===== src/pkg/thread_exception_control_consts.svh =====
// offsets, selectors, field positions, reset values for thread control
`ifndef THREAD_EXCEPTION_CONTROL_CONSTS_SVH
`define THREAD_EXCEPTION_CONTROL_CONSTS_SVH
`define ARF_TYPE_CONTROL 4'h8
`define ARF_TYPE_STATE 4'h7
`define ARF_REGNUM_ZERO 4'h0
`define CTRL_SUB_GENERAL 5'h00
`define CTRL_SUB_EXCEPTION 5'h04
`define CTRL_SUB_SAVED_PTR 5'h08
`define CTRL_SUB_RESERVED 5'h0C
`define STATE_SUB_DISPATCH_MASK 5'h08
`define STATE_SUB_GROUPED_MASK 5'h0C
`define OFFS_GENERAL_CONTROL 32'h0000_0000
`define OFFS_EXCEPTION_ENABLE_STATUS 32'h0000_0004
`define OFFS_SAVED_APPLICATION_POINTER 32'h0000_0008
`define BIT_MASTER_EXCEPTION 31
`define BIT_BP_SUPPRESS 15
`define BIT_DF_DENORM 6
`define BIT_ROUND_HI 5
`define BIT_ROUND_LO 4
`define BIT_MASK_SELECT 3
`define BIT_UNIFORM_FLOW 2
`define BIT_ACCUM_DISABLE 1
`define BIT_SINGLE_FLOAT 0
`define EXC_IDX_BREAKPOINT 15
`define EXC_STATUS_LSB 16
`define MASK_GROUP_WIDTH 4
`define RST_WORD 32'h0000_0000
`define RST_HALF 16'h0000
`define RST_BIT 1'b0
`define RST_ROUND 2'h0
`endif


===== src/pkg/thread_exception_control_pkg.sv =====
// types shared by the thread exception control block
package thread_exception_control_pkg;
  typedef enum logic [1:0] {
    ROUND_NEAREST_EVEN = 2'h0,
    ROUND_UPWARD = 2'h1,
    ROUND_DOWNWARD = 2'h2,
    ROUND_TOWARD_ZERO = 2'h3
  } round_mode_t;

  // values loaded by the thread dispatcher at thread start
  typedef struct packed {
    logic [31:0] dispatch_channel_mask;
    round_mode_t round_mode;
    logic df_denorm_keep;
    logic mask_select;
    logic uniform_flow;
    logic single_float_behaviour;
    logic [15:0] exc_enable;
  } dispatch_init_t;

  // architecture register operand access
  typedef struct packed {
    logic valid;
    logic write;
    logic [3:0] reg_type;
    logic [3:0] reg_num;
    logic [4:0] sub_reg;
    logic [31:0] wdata;
  } arf_req_t;

  // floating point and execution modes seen by the pipeline
  typedef struct packed {
    round_mode_t round_mode;
    logic df_flush_denorm;
    logic single_float_behaviour;
    logic uniform_flow;
    logic mask_select;
    logic accum_disable;
  } exec_modes_t;

  typedef struct packed {
    logic [31:0] disp_mask;
    logic [31:0] vmask;
    logic [31:0] emask;
    logic master;
    logic bp_suppress;
    logic df_denorm_keep;
    round_mode_t round_mode;
    logic mask_select;
    logic uniform_flow;
    logic accum_disable;
    logic single_float_behaviour;
    logic [15:0] exc_enable;
    logic [15:0] exc_status;
    logic [31:0] saved_ptr;
    logic [31:0] entry_ptr;
    logic [31:0] rdata;
    logic rvalid;
    logic redirect;
    logic [31:0] redirect_ip;
  } state_t;
endpackage : thread_exception_control_pkg


===== src/logic/grouped_mask_former.sv =====
// forms the grouped channel mask: each nibble is the OR of its dispatch nibble
`timescale 1ns/1ps
module grouped_mask_former
#(
  parameter int WIDTH = 32,
  parameter int GROUP = 4
)
(
  input wire logic [WIDTH-1:0] mask_in,
  output logic [WIDTH-1:0] grouped_out
);
  // one OR per group, replicated over the group's bits
  genvar g;
  generate
    for (g = 0; g < WIDTH / GROUP; g++)
    begin : g_group
      assign grouped_out[g*GROUP +: GROUP] = {GROUP{|mask_in[g*GROUP +: GROUP]}};
    end
  endgenerate
endmodule : grouped_mask_former


===== src/logic/thread_exception_control.sv =====
// per-thread control register, masks and exception redirect logic
`timescale 1ns/1ps
`include "thread_exception_control_consts.svh"

// Notes on behaviour
// - dispatch mask held, seeds execution mask
// - grouped mask ORs each nibble, seeds mask
// - control register type 1000b, four words
// - selectors 00000b, 00100b, 01000b; others reserved
// - fourth word drops writes, reads undefined
// - low enable bits gate handler jump
// - high status bits record every event
// - one bit per exception, priority by position
// - event saves pointer, sets master, jumps
// - master write zero from one returns
// - global handler pointer hidden from threads
// - suppress lets breakpoint pass, self-clears
// - suppress ignored in handler or disabled
// - denorm bit zero flushes, one keeps
// - two-bit rounding field selects mode
// - mask select picks dispatch or grouped
// - uniform flow makes branches move together
// - accumulator disable blocks implicit updates only
// - dispatcher loads float and flow fields
// - breakpoint enable bit 15 gates breakpoints
// - bit 0 selects single float behaviour
module thread_exception_control
  import thread_exception_control_pkg::*;
#(
  parameter int EXC_COUNT = 16
)
(
  input wire logic clk_in,
  input wire logic srst_in,
  input wire logic dispatch_valid_in,
  input wire dispatch_init_t dispatch_init_in,
  input wire arf_req_t arf_req_in,
  output logic [31:0] arf_rdata_out,
  output logic arf_rvalid_out,
  input wire logic [EXC_COUNT-1:0] exc_event_in,
  input wire logic bp_condition_in,
  input wire logic [31:0] exc_ip_in,
  input wire logic handler_entry_load_in,
  input wire logic [31:0] handler_entry_pointer_in,
  input wire logic accum_write_request_in,
  input wire logic accum_explicit_dst_in,
  output logic accum_write_enable_out,
  output logic bp_pass_out,
  output logic redirect_out,
  output logic [31:0] redirect_ip_out,
  output logic master_exception_out,
  output logic [31:0] exec_mask_out,
  output exec_modes_t exec_modes_out
);
  state_t state_reg;
  state_t state_next;
  logic [31:0] grouped_mask;
  logic [31:0] rd_word;
  logic [EXC_COUNT-1:0] evt;
  logic hit_ctrl;
  logic hit_state;
  logic wr;
  logic bp_armed;
  logic suppressing;
  logic take;
  logic ret;

  // grouped mask from whatever dispatch mask is arriving
  grouped_mask_former #(
    .WIDTH(32),
    .GROUP(`MASK_GROUP_WIDTH)
  ) u_grouped (
    .mask_in(dispatch_init_in.dispatch_channel_mask),
    .grouped_out(grouped_mask)
  );

  // operand decode: register number must be zero for both register types
  assign hit_ctrl = arf_req_in.valid && arf_req_in.reg_type == `ARF_TYPE_CONTROL
    && arf_req_in.reg_num == `ARF_REGNUM_ZERO;
  assign hit_state = arf_req_in.valid && arf_req_in.reg_type == `ARF_TYPE_STATE
    && arf_req_in.reg_num == `ARF_REGNUM_ZERO;
  assign wr = arf_req_in.write;

  // breakpoint suppress only counts outside the handler with breakpoints on
  assign bp_armed = !state_reg.master && state_reg.exc_enable[`EXC_IDX_BREAKPOINT];
  assign suppressing = bp_condition_in && bp_armed && state_reg.bp_suppress;

  // breakpoint takes its own bit; a suppressed one is no event at all
  always_comb
  begin
    evt = exc_event_in;
    evt[`EXC_IDX_BREAKPOINT] = bp_condition_in && !suppressing;
  end

  // jump only from normal state and only for an enabled event
  assign take = !state_reg.master && |(evt & state_reg.exc_enable);
  // software writing zero to the master bit while it is set
  assign ret = hit_ctrl && wr && arf_req_in.sub_reg == `CTRL_SUB_GENERAL
    && state_reg.master && !arf_req_in.wdata[`BIT_MASTER_EXCEPTION];

  // read mux; reserved bits and unmapped selectors read as zero
  always_comb
  begin
    rd_word = `RST_WORD;
    if (hit_ctrl)
    begin
      case (arf_req_in.sub_reg)
        `CTRL_SUB_GENERAL:
        begin
          rd_word[`BIT_MASTER_EXCEPTION] = state_reg.master;
          rd_word[`BIT_BP_SUPPRESS] = state_reg.bp_suppress;
          rd_word[`BIT_DF_DENORM] = state_reg.df_denorm_keep;
          rd_word[`BIT_ROUND_HI:`BIT_ROUND_LO] = state_reg.round_mode;
          rd_word[`BIT_MASK_SELECT] = state_reg.mask_select;
          rd_word[`BIT_UNIFORM_FLOW] = state_reg.uniform_flow;
          rd_word[`BIT_ACCUM_DISABLE] = state_reg.accum_disable;
          rd_word[`BIT_SINGLE_FLOAT] = state_reg.single_float_behaviour;
        end
        `CTRL_SUB_EXCEPTION: rd_word = {state_reg.exc_status, state_reg.exc_enable};
        `CTRL_SUB_SAVED_PTR: rd_word = state_reg.saved_ptr;
        // the reserved word reads zero, any value is allowed there
        default: rd_word = `RST_WORD;
      endcase
    end
    else if (hit_state)
    begin
      case (arf_req_in.sub_reg)
        `STATE_SUB_DISPATCH_MASK: rd_word = state_reg.disp_mask;
        `STATE_SUB_GROUPED_MASK: rd_word = state_reg.vmask;
        default: rd_word = `RST_WORD;
      endcase
    end
  end

  // next state: software writes first, hardware events after so they win, except a software suppress set beats the self-clear
  always_comb
  begin
    state_next = state_reg;
    state_next.redirect = 1'b0;
    state_next.rvalid = arf_req_in.valid && !wr && (hit_ctrl || hit_state);
    if (arf_req_in.valid && !wr)
    begin
      state_next.rdata = rd_word;
    end
    // software writes to control words; reserved word writes fall through
    if (hit_ctrl && wr)
    begin
      case (arf_req_in.sub_reg)
        `CTRL_SUB_GENERAL:
        begin
          state_next.bp_suppress = arf_req_in.wdata[`BIT_BP_SUPPRESS];
          state_next.df_denorm_keep = arf_req_in.wdata[`BIT_DF_DENORM];
          state_next.round_mode = round_mode_t'(arf_req_in.wdata[`BIT_ROUND_HI:`BIT_ROUND_LO]);
          state_next.mask_select = arf_req_in.wdata[`BIT_MASK_SELECT];
          state_next.uniform_flow = arf_req_in.wdata[`BIT_UNIFORM_FLOW];
          state_next.accum_disable = arf_req_in.wdata[`BIT_ACCUM_DISABLE];
          state_next.single_float_behaviour = arf_req_in.wdata[`BIT_SINGLE_FLOAT];
        end
        `CTRL_SUB_EXCEPTION:
        begin
          state_next.exc_enable = arf_req_in.wdata[15:0];
          state_next.exc_status = arf_req_in.wdata[31:16];
        end
        `CTRL_SUB_SAVED_PTR: state_next.saved_ptr = arf_req_in.wdata;
        default: state_next.saved_ptr = state_reg.saved_ptr;
      endcase
    end
    // state register mask words
    if (hit_state && wr)
    begin
      case (arf_req_in.sub_reg)
        `STATE_SUB_DISPATCH_MASK: state_next.disp_mask = arf_req_in.wdata;
        `STATE_SUB_GROUPED_MASK: state_next.vmask = arf_req_in.wdata;
        default: state_next.disp_mask = state_reg.disp_mask;
      endcase
    end
    // hardware self-clear of suppress, unless software sets it this cycle
    if (suppressing && !(hit_ctrl && wr && arf_req_in.sub_reg == `CTRL_SUB_GENERAL
        && arf_req_in.wdata[`BIT_BP_SUPPRESS]))
    begin
      state_next.bp_suppress = 1'b0;
    end
    // status records every event, even disabled ones; set beats clear
    state_next.exc_status = state_next.exc_status | evt;
    // return to application: reload pointer, master cleared to zero
    if (ret)
    begin
      state_next.master = 1'b0;
      state_next.redirect = 1'b1;
      state_next.redirect_ip = state_reg.saved_ptr;
    end
    // exception entry: save pointer, enter handler state, jump
    if (take)
    begin
      state_next.saved_ptr = exc_ip_in;
      state_next.master = 1'b1;
      state_next.redirect = 1'b1;
      state_next.redirect_ip = state_reg.entry_ptr;
    end
    // global entry pointer is loaded only by the system side
    if (handler_entry_load_in)
    begin
      state_next.entry_ptr = handler_entry_pointer_in;
    end
    // thread dispatch overrides masks, modes, enables, status, master and suppress for this thread
    if (dispatch_valid_in)
    begin
      state_next.disp_mask = dispatch_init_in.dispatch_channel_mask;
      state_next.vmask = grouped_mask;
      state_next.emask = dispatch_init_in.mask_select ? grouped_mask
        : dispatch_init_in.dispatch_channel_mask;
      state_next.round_mode = dispatch_init_in.round_mode;
      state_next.df_denorm_keep = dispatch_init_in.df_denorm_keep;
      state_next.mask_select = dispatch_init_in.mask_select;
      state_next.uniform_flow = dispatch_init_in.uniform_flow;
      state_next.single_float_behaviour = dispatch_init_in.single_float_behaviour;
      state_next.exc_enable = dispatch_init_in.exc_enable;
      state_next.exc_status = `RST_HALF;
      state_next.master = `RST_BIT;
      state_next.bp_suppress = `RST_BIT;
      state_next.accum_disable = `RST_BIT;
      state_next.redirect = 1'b0;
    end
  end

  // single register stage for the whole state
  always_ff @(posedge clk_in)
  begin
    if (srst_in)
    begin
      state_reg <= '0;
      state_reg.round_mode <= round_mode_t'(`RST_ROUND);
      state_reg.master <= `RST_BIT;
      state_reg.bp_suppress <= `RST_BIT;
      state_reg.accum_disable <= `RST_BIT;
    end
    else
    begin
      state_reg <= state_next;
    end
  end

  // accumulator: explicit destination always writes, implicit one gated
  assign accum_write_enable_out = accum_explicit_dst_in
    || (accum_write_request_in && !state_reg.accum_disable);
  assign bp_pass_out = suppressing;
  assign arf_rdata_out = state_reg.rdata;
  assign arf_rvalid_out = state_reg.rvalid;
  assign redirect_out = state_reg.redirect;
  assign redirect_ip_out = state_reg.redirect_ip;
  assign master_exception_out = state_reg.master;
  assign exec_mask_out = state_reg.emask;

  // mode outputs straight from the stored fields, except denorm flush, which is the inverted keep bit
  always_comb
  begin
    exec_modes_out.round_mode = state_reg.round_mode;
    exec_modes_out.df_flush_denorm = !state_reg.df_denorm_keep;
    exec_modes_out.single_float_behaviour = state_reg.single_float_behaviour;
    exec_modes_out.uniform_flow = state_reg.uniform_flow;
    exec_modes_out.mask_select = state_reg.mask_select;
    exec_modes_out.accum_disable = state_reg.accum_disable;
  end
endmodule : thread_exception_control


===== config.mk =====
export PLATFORM = sky130hd
export DESIGN_NAME = thread_exception_control
export DESIGN_NICKNAME = d
export VERILOG_FILES = /design/src/pkg/thread_exception_control_pkg.sv /design/src/logic/grouped_mask_former.sv /design/src/logic/thread_exception_control.sv
export VERILOG_INCLUDE_DIRS = /design/src /design/src/pkg
export SDC_FILE = /design/constraint.sdc
export NUM_CORES = 1
export LEC_CHECK = 0
export BUFFER_PORTS_ARGS = -buffer_cell sky130_fd_sc_hd__buf_2
export CAP_MARGIN = 20
export CORE_MARGIN = 10
export CORE_UTILIZATION = 55
export CTS_CLUSTER_DIAMETER = 150
export DETAILED_ROUTE_END_ITERATION = 7
export PLACE_DENSITY = 0.81
export SKIP_CTS_REPAIR_TIMING = 1
export SLEW_MARGIN = 20
export SYNTH_ARGS = -nofsm -noshare
export SYNTH_HDL_FRONTEND = slang
export SYNTH_HIERARCHICAL = 1
export SYNTH_SLANG_ARGS = --single-unit

===== constraint.sdc =====
create_clock -name clk_in -period 2.35 [get_ports clk_in]
set_clock_uncertainty 0.2 [all_clocks]
set_input_delay 0.235 -clock clk_in [delete_from_list [all_inputs] [get_ports clk_in]]
set_output_delay 0.235 -clock clk_in [all_outputs]
set_load 0.05 [all_outputs]

Word level (Yosys, flattened, before mapping):

Cells that the tools add are included.
Widths: inputs -> output; s select.

* logic and storage cells: 104
* register bits: 267
* bits of input ports: 188
* output and inout port bits: 108

* reduce and logical (&&, ||, !) cells: 56
* equal/unequal tests: 5
* bitwise operators: 2
* muxes and demuxes: 22

Operators by type and width (number)
* $mux 32: 7
* $mux 137: 1
* $mux 72: 1
* $mux 33: 2
* $mux 64: 1
* $pmux 32 s2: 1
* $reduce_or 4->1: 8
* $pmux 15 s2: 1
* $pmux 7 s3: 1
* $logic_and 1x1->1: 19
* $reduce_bool 2->1: 9
* $and 16x16->16: 1
* $or 16x16->16: 1
* $pmux 8 s2: 1
* $reduce_or 16->1: 1
* $reduce_and 2->1: 6
* $eq 5x4->1 const B: 2
* $mux 8: 1
* $logic_not 1->1: 7
* $pmux 1 s3: 2
* $eq 5x3->1 const B: 1
* $logic_not 5->1: 1
* $eq 4x3->1 const B: 1
* $eq 4x4->1 const B: 1
* other kinds (5): 8

Depth between registers and ports, before layout:

Gate-level depths: netlist (run 1).

* depth after elaboration: 11
* depth in mapped cells: 10
* depth with buffers taken out: 5

Cells and area by module:

Netlist (run 1), hierarchy kept.

By module, submodules not included
* thread_exception_control: cells each 1515, times used 1, seq. area each 5345.1 µm², area each 13334.0 µm²
* grouped_mask_former: cells each 32, times used 1, seq. area each 0.0 µm², area each 240.2 µm²

Least setup slack after synthesis (run 1):

OpenSTA, ideal clock, no wires.

* path kind: flip-flop to flip-flop
* start point: register state_reg (netlist bit master_exception_out)
* end point: register state_reg[169] (netlist name)
* cell stages (with the launch flop): 4
* slack: -0.115 ns
* required time: 2.018 ns
* buffers on the path: 0
* library setup time: 0.132 ns
* data arrival time: 2.133 ns
* period minus slack after synthesis: 2.465 ns
* cells stage by stage: dfxtp_1 -> nor3b_1 -> or3b_2 -> a21oi_1

* cells in the longest elaborated chain, start to end: 6

Ends and longest elaborated chain
* start: declaration: line thread_exception_control.sv:55 `state_t state_reg;`
* start signal: assignment: line thread_exception_control.sv:239 `state_reg <= state_next;`
* $logic_not 1->1: line thread_exception_control.sv:85 `` assign bp_armed = !state_reg.master && state_reg.exc_enable[`EXC_IDX_BREAKPOINT]; ``
* $logic_and 1x1->1: line thread_exception_control.sv:85
* $logic_and 1x1->1 (2 in series): line thread_exception_control.sv:86 `assign suppressing = bp_condition_in && bp_armed && state_reg.bp_suppress;`
* net bp_pass_out: line thread_exception_control.sv:48 `output logic bp_pass_out,`
* $logic_and 1x1->1: line thread_exception_control.sv:178 `` if (suppressing && !(hit_ctrl && wr && arf_req_in.sub_reg == `CTRL_SUB_GENERAL ``
* $reduce_or 3->1 (no source line)

The timed path passes the listed nets, and every way through them passes these cells.
A chain may end at the register's enable or synchronous reset.

Worst setup path after layout (run 1):

* start point: input exc_event_in[0]
* end point: register state_reg (netlist bit redirect_ip_out[0])

* cells in the longest elaborated chain, start to end: 4
* elaborated cells on any way between the ends: 5
* classes of those cells: mux: 1; bitwise: 1; reduce/logical: 3

Ends and longest elaborated chain
* start: declaration: line thread_exception_control.sv:40 `input wire logic [EXC_COUNT-1:0] exc_event_in,`
* $and 16x16->16 (*): line thread_exception_control.sv:96 `assign take = !state_reg.master && |(evt & state_reg.exc_enable);`
* $reduce_or 16->1 (*): line thread_exception_control.sv:96
* $logic_and 1x1->1 (*): line thread_exception_control.sv:96
* $mux 33 / $reduce_bool 2->1 (equally long branches)

Mark *: on every way between the ends. The rest lies on a longest branch, timed or not.

==> results of run 1 <==
per-stage QoR:
stage,area [um^2],util (%)
global placement,14400,59.2
CTS,15300,62.8
detailed placement,14400,59.2
floorplan,13600,-
global route,17600,72.3
finish,17600,72.3
critical path, stage by stage:
cell and delay [ns]:
dlygate4sd3_1 0.57, buf_2 0.15, a222oi_1 0.32, nand3_1 0.18, or3_1 0.42, o21ai_4 0.26, buf_12 0.24, a221oi_1 0.11
cell families after synthesis:
kind of cell	share of synthesized area [%]
AOI/OAI and AO/OA	19.5
buffers and inverters	12.4
and+or+nand+nor	15.5
muxes	13.1
DFF	39.4
cell usage after synthesis (6+ instances only):
cell      count
o21ai_0       9
buf_1         9
buf_6         6
nand2_1     210
a22o_1       23
a221oi_2     28
nor2_1      219
mux2i_1     142
a221oi_1     35
a311oi_1     81
buf_2        23
mux2_2       32
buf_4       126
a22oi_1       6
a31oi_1      16
dfxtp_1     267
or4_1         8
clkbuf_1    103
nor3_1       36
a211oi_1    102
inv_1        20
layer usage:
layer | vias up | wire length [um]
li1 | 6098 | -
met1 | 6345 | 19600
met2 | 879 | 22100
met3 | 182 | 5430
met4 | 2 | 2230
met5 | - | 11
power by group through the flow:
stage	clock network (uW)	registers, uW	logic (uW)
global route	4550	5180	2720
CTS	4360	5130	2170
global placement	0	5200	2110
detailed placement	0	5220	2160
floorplan	0	5140	1700
finish	4330	5150	2560
area by class of cell:
class	count	area (um^2)	share of cell area, %
Multi-Input combinational cell	989	6590	37.4
Sequential cell	267	5350	30.4
Timing Repair Buffer	566	4270	24.3
Clock buffer	37	806	4.58
Tap cell	324	405	2.30
Inverter	21	81.3	0.462
Clock inverter	9	73.8	0.420
Antenna cell	9	22.5	0.128
worst paths after layout:
check	endpoint	slack (ns)	depth (start not counted)
worst max-delay path	redirect_ip_out[0]	0.06	8
worst min-delay path	state_reg[168]	-0.04	3
worst max register to register	redirect_ip_out[0]	0.12	6
worst min register to register	exec_mask_out[25]	0.28	2
==> results by group, run 1 <==
Status
  – Outcome: complete, but fails checks
  – Failing checks: negative hold slack

Die
  – IO Count: 296
  – Standard-cell rows: 57
  – Die ar.: 31,400 um^2
  – Core ar.: 24,300 um^2
  – Die H: 177 um
  – Die X: ~180 um
  – Starting density of the core: 55.8%

Logic synthesis
  – Sequential share of the synthesized area: 39.4%
  – FF+latch count, synth: 267
  – Most used DFF post-synth: dfxtp_1
  – Avg Synthesized Cell Area: 8.77 um^2
  – Syn_nets: 1,735
  – Post-synth top area share: 39.4%
  – Synth Warn #: 6
  – Post-synth EDFFs: 0
  – Area contributors post-synth: dfxtp_1 39%, mux2i_1 10%, buf_4 7.0%, nor2_1 6.1%, nand2_1 5.8%
  – Cells after synthesis: ~1,500
  – Leading area contributor after synthesis: dfxtp_1
  – Synth async-reset ratio: 0%
  – Netlist cell types: 46
  – Synthesized area: 13,600 um^2

GRT
  – M2 GR Usage: 38.0%
  – Grt met3 use: under 10%
  – Vias in the first global route: between 10,000 and 15,000
  – All-Layer GR Usage: about a quarter
  – Largest net degree at the start of global routing: 76
  – Met1 Resource Use GR: 34.5%
  – Total gr overflow: 0
  – Gr busiest metal: met2
  – Initial antenna violation count: 8
  – Global-route wire length before repair: between 60,000 and 70,000 um

Place
  – Pre-CTS setup slack: 0.0888 ns
  – Hpwl dp: 31,400 um
  – GPL Wtd Cong: 0.944
  – Placed Cells: 1,939
  – Port Buffers: 294

Cells and area
  – Commonest non-fill, non-tap cell in the layout: buf_2
  – Fillers: ~1,700
  – Final non-filler cell total: approximately 2,200
  – Share of layout cells above drive strength 1: 24.3%
  – Max FFs per register: 162
  – Area Overhead vs Synth: 29.6%
  – Most frequent cells in the layout: 293 x buf_2, 266 x dfxtp_1, 228 x dlygate4sd3_1, 218 x nor2_1, 209 x nand2_1
  – Final nets: around 2,100

Job
  – Max-cap violations: 0

Timing
  – Final period utilization: 97.6%
  – Slew Viols, Final: 0
  – Setup slack after layout: 0.0557 ns
  – Fin Setup TNS: 0 ns
  – Final Hold Viols: 1
  – F_max: 0.436 GHz
  – Setup-failing EPs final: 0
  – Final min period: ~2.3 ns
  – WHS: -0.0365 ns
  – Least-Margin Pin Slew: ~0.60 ns
  – Slew headroom: 60.1%

Power and ir drop
  – Reg power frac: 42.7%
  – Internal power: between 8000 and 9000 uW
  – Switching share of total power: a little under a third
  – Clock network power share: 36.0%
  – NetSw: approximately 3700 uW
  – Power per cell area: 685 nW/um^2
  – Pwr Total: 12,000 uW
  – Gate power share: 21.3%
  – Pleak: around 0.0073 uW
  – Max VDD drop: 0.000629 V

Critical path
  – CP Capture Type: flop
  – Critical path class: in2reg
  – CP Data Arrival Time: 2.49 ns
  – CP Launch Type: primary input
  – Crit path from: exc_event_in[0]
  – FF-to-FF Start: state_reg[151]
  – CP required: 2.54 ns
  – CP max FO: 23

Clock tree
  – Root Buffer: clkbuf_16
  – Clock H-tree levels: 1
  – CTS tree: done
  – Num CTS Buffers: 29
  – Worst skew pair latency: approximately 0.54 ns
  – Worst-path clk slew: 0.06 ns
  – Sink Count: around 270
  – Max clock buf depth: 3

Drt
  – Iter 0 DRT Violations: roughly 1,500
  – First-pass DRT Iterations: 5
  – ANT nets after route: 0
  – Routed WL: 49,300 um
  – Vias per inst: about 6
  – Vias: 13,500
  – # DRC: 0
  – Drt wl/cell: 22.2 um

Worst hold path
  – Worst min-delay path class: in2reg
  – Hold path start: dispatch_valid_in
No activity file was read; power rests on OpenSTA's default activity.
==> inputs of run 2 (changes only) <==
- GPL_TIMING_DRIVEN: unset -> 0
==> run 2 against run 1 <==
The run ends with negative setup slack left; first-iteration DRC count up 2.9%; sequential share of layout area fell by 0.99 points; clock power rose by 6.7%; global-route usage grew 3.3 points; register-to-register slack got worse by 0.31 ns; final cell count increased by 7.6%; sequential power is essentially flat; via count grew 5.7%; power is 4.0% higher; worst setup slack worse by 0.24 ns; highest routed layer is now met4.
==> results by group, run 2 (synthesized netlist as in run 1, its figures left out) <==
Critical path
  – CP Data Arrival Time: about 2.7 ns
  – CP Launch Type: flop
  – CP required: 2.55 ns
  – Crit path largest cell delay: 0.47 ns
  – CP max FO: 10
  – Critical path class: reg2reg
  – Crit-path slowest cell: a211oi_1
  – Worst path cell trace: a222oi_1 > nand3_1 > nor3_4 > clkbuf_1 > a211oi_1 > a211oi_1
  – CP dominant cell by count: a211oi_1
  – CP Capture Type: flop

Drt
  – ANT nets after route: 0
  – Drt wl/cell: 22.7 um
  – First-pass DRT Iterations: 5
  – Iter 0 DRT Violations: 1,511
  – # DRC: 0
  – Vias per inst: 5.97
  – Routed WL: 54,300 um
  – Vias: 14,300

Status
  – Failing checks: negative setup slack
  – Outcome: complete, but fails checks

GRT
  – Vias in the first global route: 13,000
  – Global-route wire length before repair: between 70,000 and 80,000 um
  – Initial antenna violation count: 3
  – Total gr overflow: 0
  – Grt met3 use: ~7%
  – Met1 Resource Use GR: 36.3%
  – Largest net degree at the start of global routing: 14
  – All-Layer GR Usage: just under 30%
  – Gr busiest metal: met2
  – M2 GR Usage: 48.6%

Power and ir drop
  – Clock network power share: 36.9%
  – Power per cell area: 689 nW/um^2
  – Gate power share: ~22%
  – Max VDD drop: a little over 0.0006 V
  – Pwr Total: 12,500 uW
  – NetSw: roughly 3900 uW
  – Internal power: 8650 uW
  – Reg power frac: 41.3%
  – Switching share of total power: 30.9%
  – Pleak: 0.00768 uW

Die
  – IO Count: approximately 300
  – Standard-cell rows: 57
  – Die ar.: 31,400 um^2
  – Die H: ~180 um
  – Starting density of the core: 55.8%
  – Core ar.: 24,300 um^2
  – Die X: 177 um

Clock tree
  – Num CTS Buffers: 28
  – Max clock buf depth: 3
  – Worst skew pair latency: between 0.5 and 0.6 ns
  – Worst-path clk slew: 0.07 ns
  – Clock H-tree levels: 1
  – CTS tree: done
  – Sink Count: 267
  – Root Buffer: clkbuf_16

Place
  – GPL Wtd Cong: 0.964
  – Hpwl dp: 37,800 um
  – Pre-CTS setup slack: -0.211 ns
  – Port Buffers: between 200 and 300

Cells and area
  – Final nets: 2,229
  – Commonest non-fill, non-tap cell in the layout: buf_2
  – Register Area: ~5300 um^2
  – Fillers: 1,714
  – Share of layout cells above drive strength 1: 27.8%
  – Most frequent cells in the layout: 307 x buf_2, 267 x dfxtp_1, 219 x nor2_1, 210 x nand2_1, 173 x dlygate4sd3_1
  – Max FFs per register: approximately 160
  – Post-route core utilization: approximately three quarters
  – Multi-input logic area: 6550 um^2
  – Area Overhead vs Synth: 33.9%

Timing
  – RSZ-0062 raised after global routing: yes
  – Slew headroom: 38.4%
  – Setup-failing EPs final: 6
  – F_max: 0.394 GHz
  – Final period utilization: 108%
  – Slew Viols, Final: 0
  – Final Hold Viols: 0
  – Least-Margin Pin Slew: 0.924 ns
  – Setup slack after layout: -0.186 ns
  – WHS: 0.0161 ns
  – Final min period: 2.54 ns

Job
  – Max-cap violations: 0

Worst hold path
  – Worst min-delay path class: in2reg
-- run 2: changes by cell type in the layout (fill, tap and decap cells not counted), moves of 4 or more --
cell / previous run / this run
buf_1: 0 / 9
buf_12: 14 / 3
buf_2: 293 / 307
buf_4: 29 / 129
buf_6: 1 / 8
clkbuf_1: 3 / 103
clkbuf_4: 0 / 4
clkbuf_8: 6 / 10
diode_2: 9 / 4
dlygate4sd3_1: 228 / 173
-- run 2: stage by stage --
step,instances,cell area (um^2),setup TNS [ns]
floorplan,1547,13600,0
finish,2391,18200,-0.490
global route,2389,18200,-1.49
CTS,2212,16400,-6.09
detailed placement,2160,15400,-15.10
global placement,2160,15400,-11.95
-- run 2: cell type report --
type                    instances  area share [%]
inverters                      21           0.434
clock buffers                  44            4.85
flip-flops and latches        267            29.4
plain buffers                 270            9.02
clock inverters                 8           0.406
multi-input cells             989            36.0
repair buffers                464            17.6
well taps                     324            2.23
diodes                          4          0.0551
-- run 2: worst max-delay path, delay by kind of cell (launching register included) --
| kind | cells | cell delay [ns] |
|---|---|---|
| buf+inv | 1 | 0.44 |
| simple gates | 2 | 0.47 |
| flops | 1 | 0.36 |
| compound gates | 3 | 0.92 |
-- run 2: final timing paths --
path / slack [ns] / start / depth (start not counted) / endpoint
setup / recovery: -0.19 / state_reg[151] / 6 / state_reg[125]
hold / removal: 0.02 / dispatch_init_in[18] / 3 / exec_mask_out[20]
setup reg to reg: -0.19 / state_reg[151] / 6 / state_reg[125]
hold reg to reg: 0.28 / state_reg[137] / 2 / state_reg[137]
-- run 2: per-layer routing --
metal  vias up  wire, um
met1      6755     20300
li1       6428         -
met5         -         0
met2       912     26200
met3       179      5610
met4         0      2210
-- run 2: power by group through the flow --
stage	Combinational, uW	Clock [uW]	Sequential, uW
after global routing	2890	4760	5190
after global placement	2340	0	5220
after detailed placement	2380	0	5230
final	2740	4620	5170
after floorplan	1700	0	5140
after CTS	2400	4580	5140
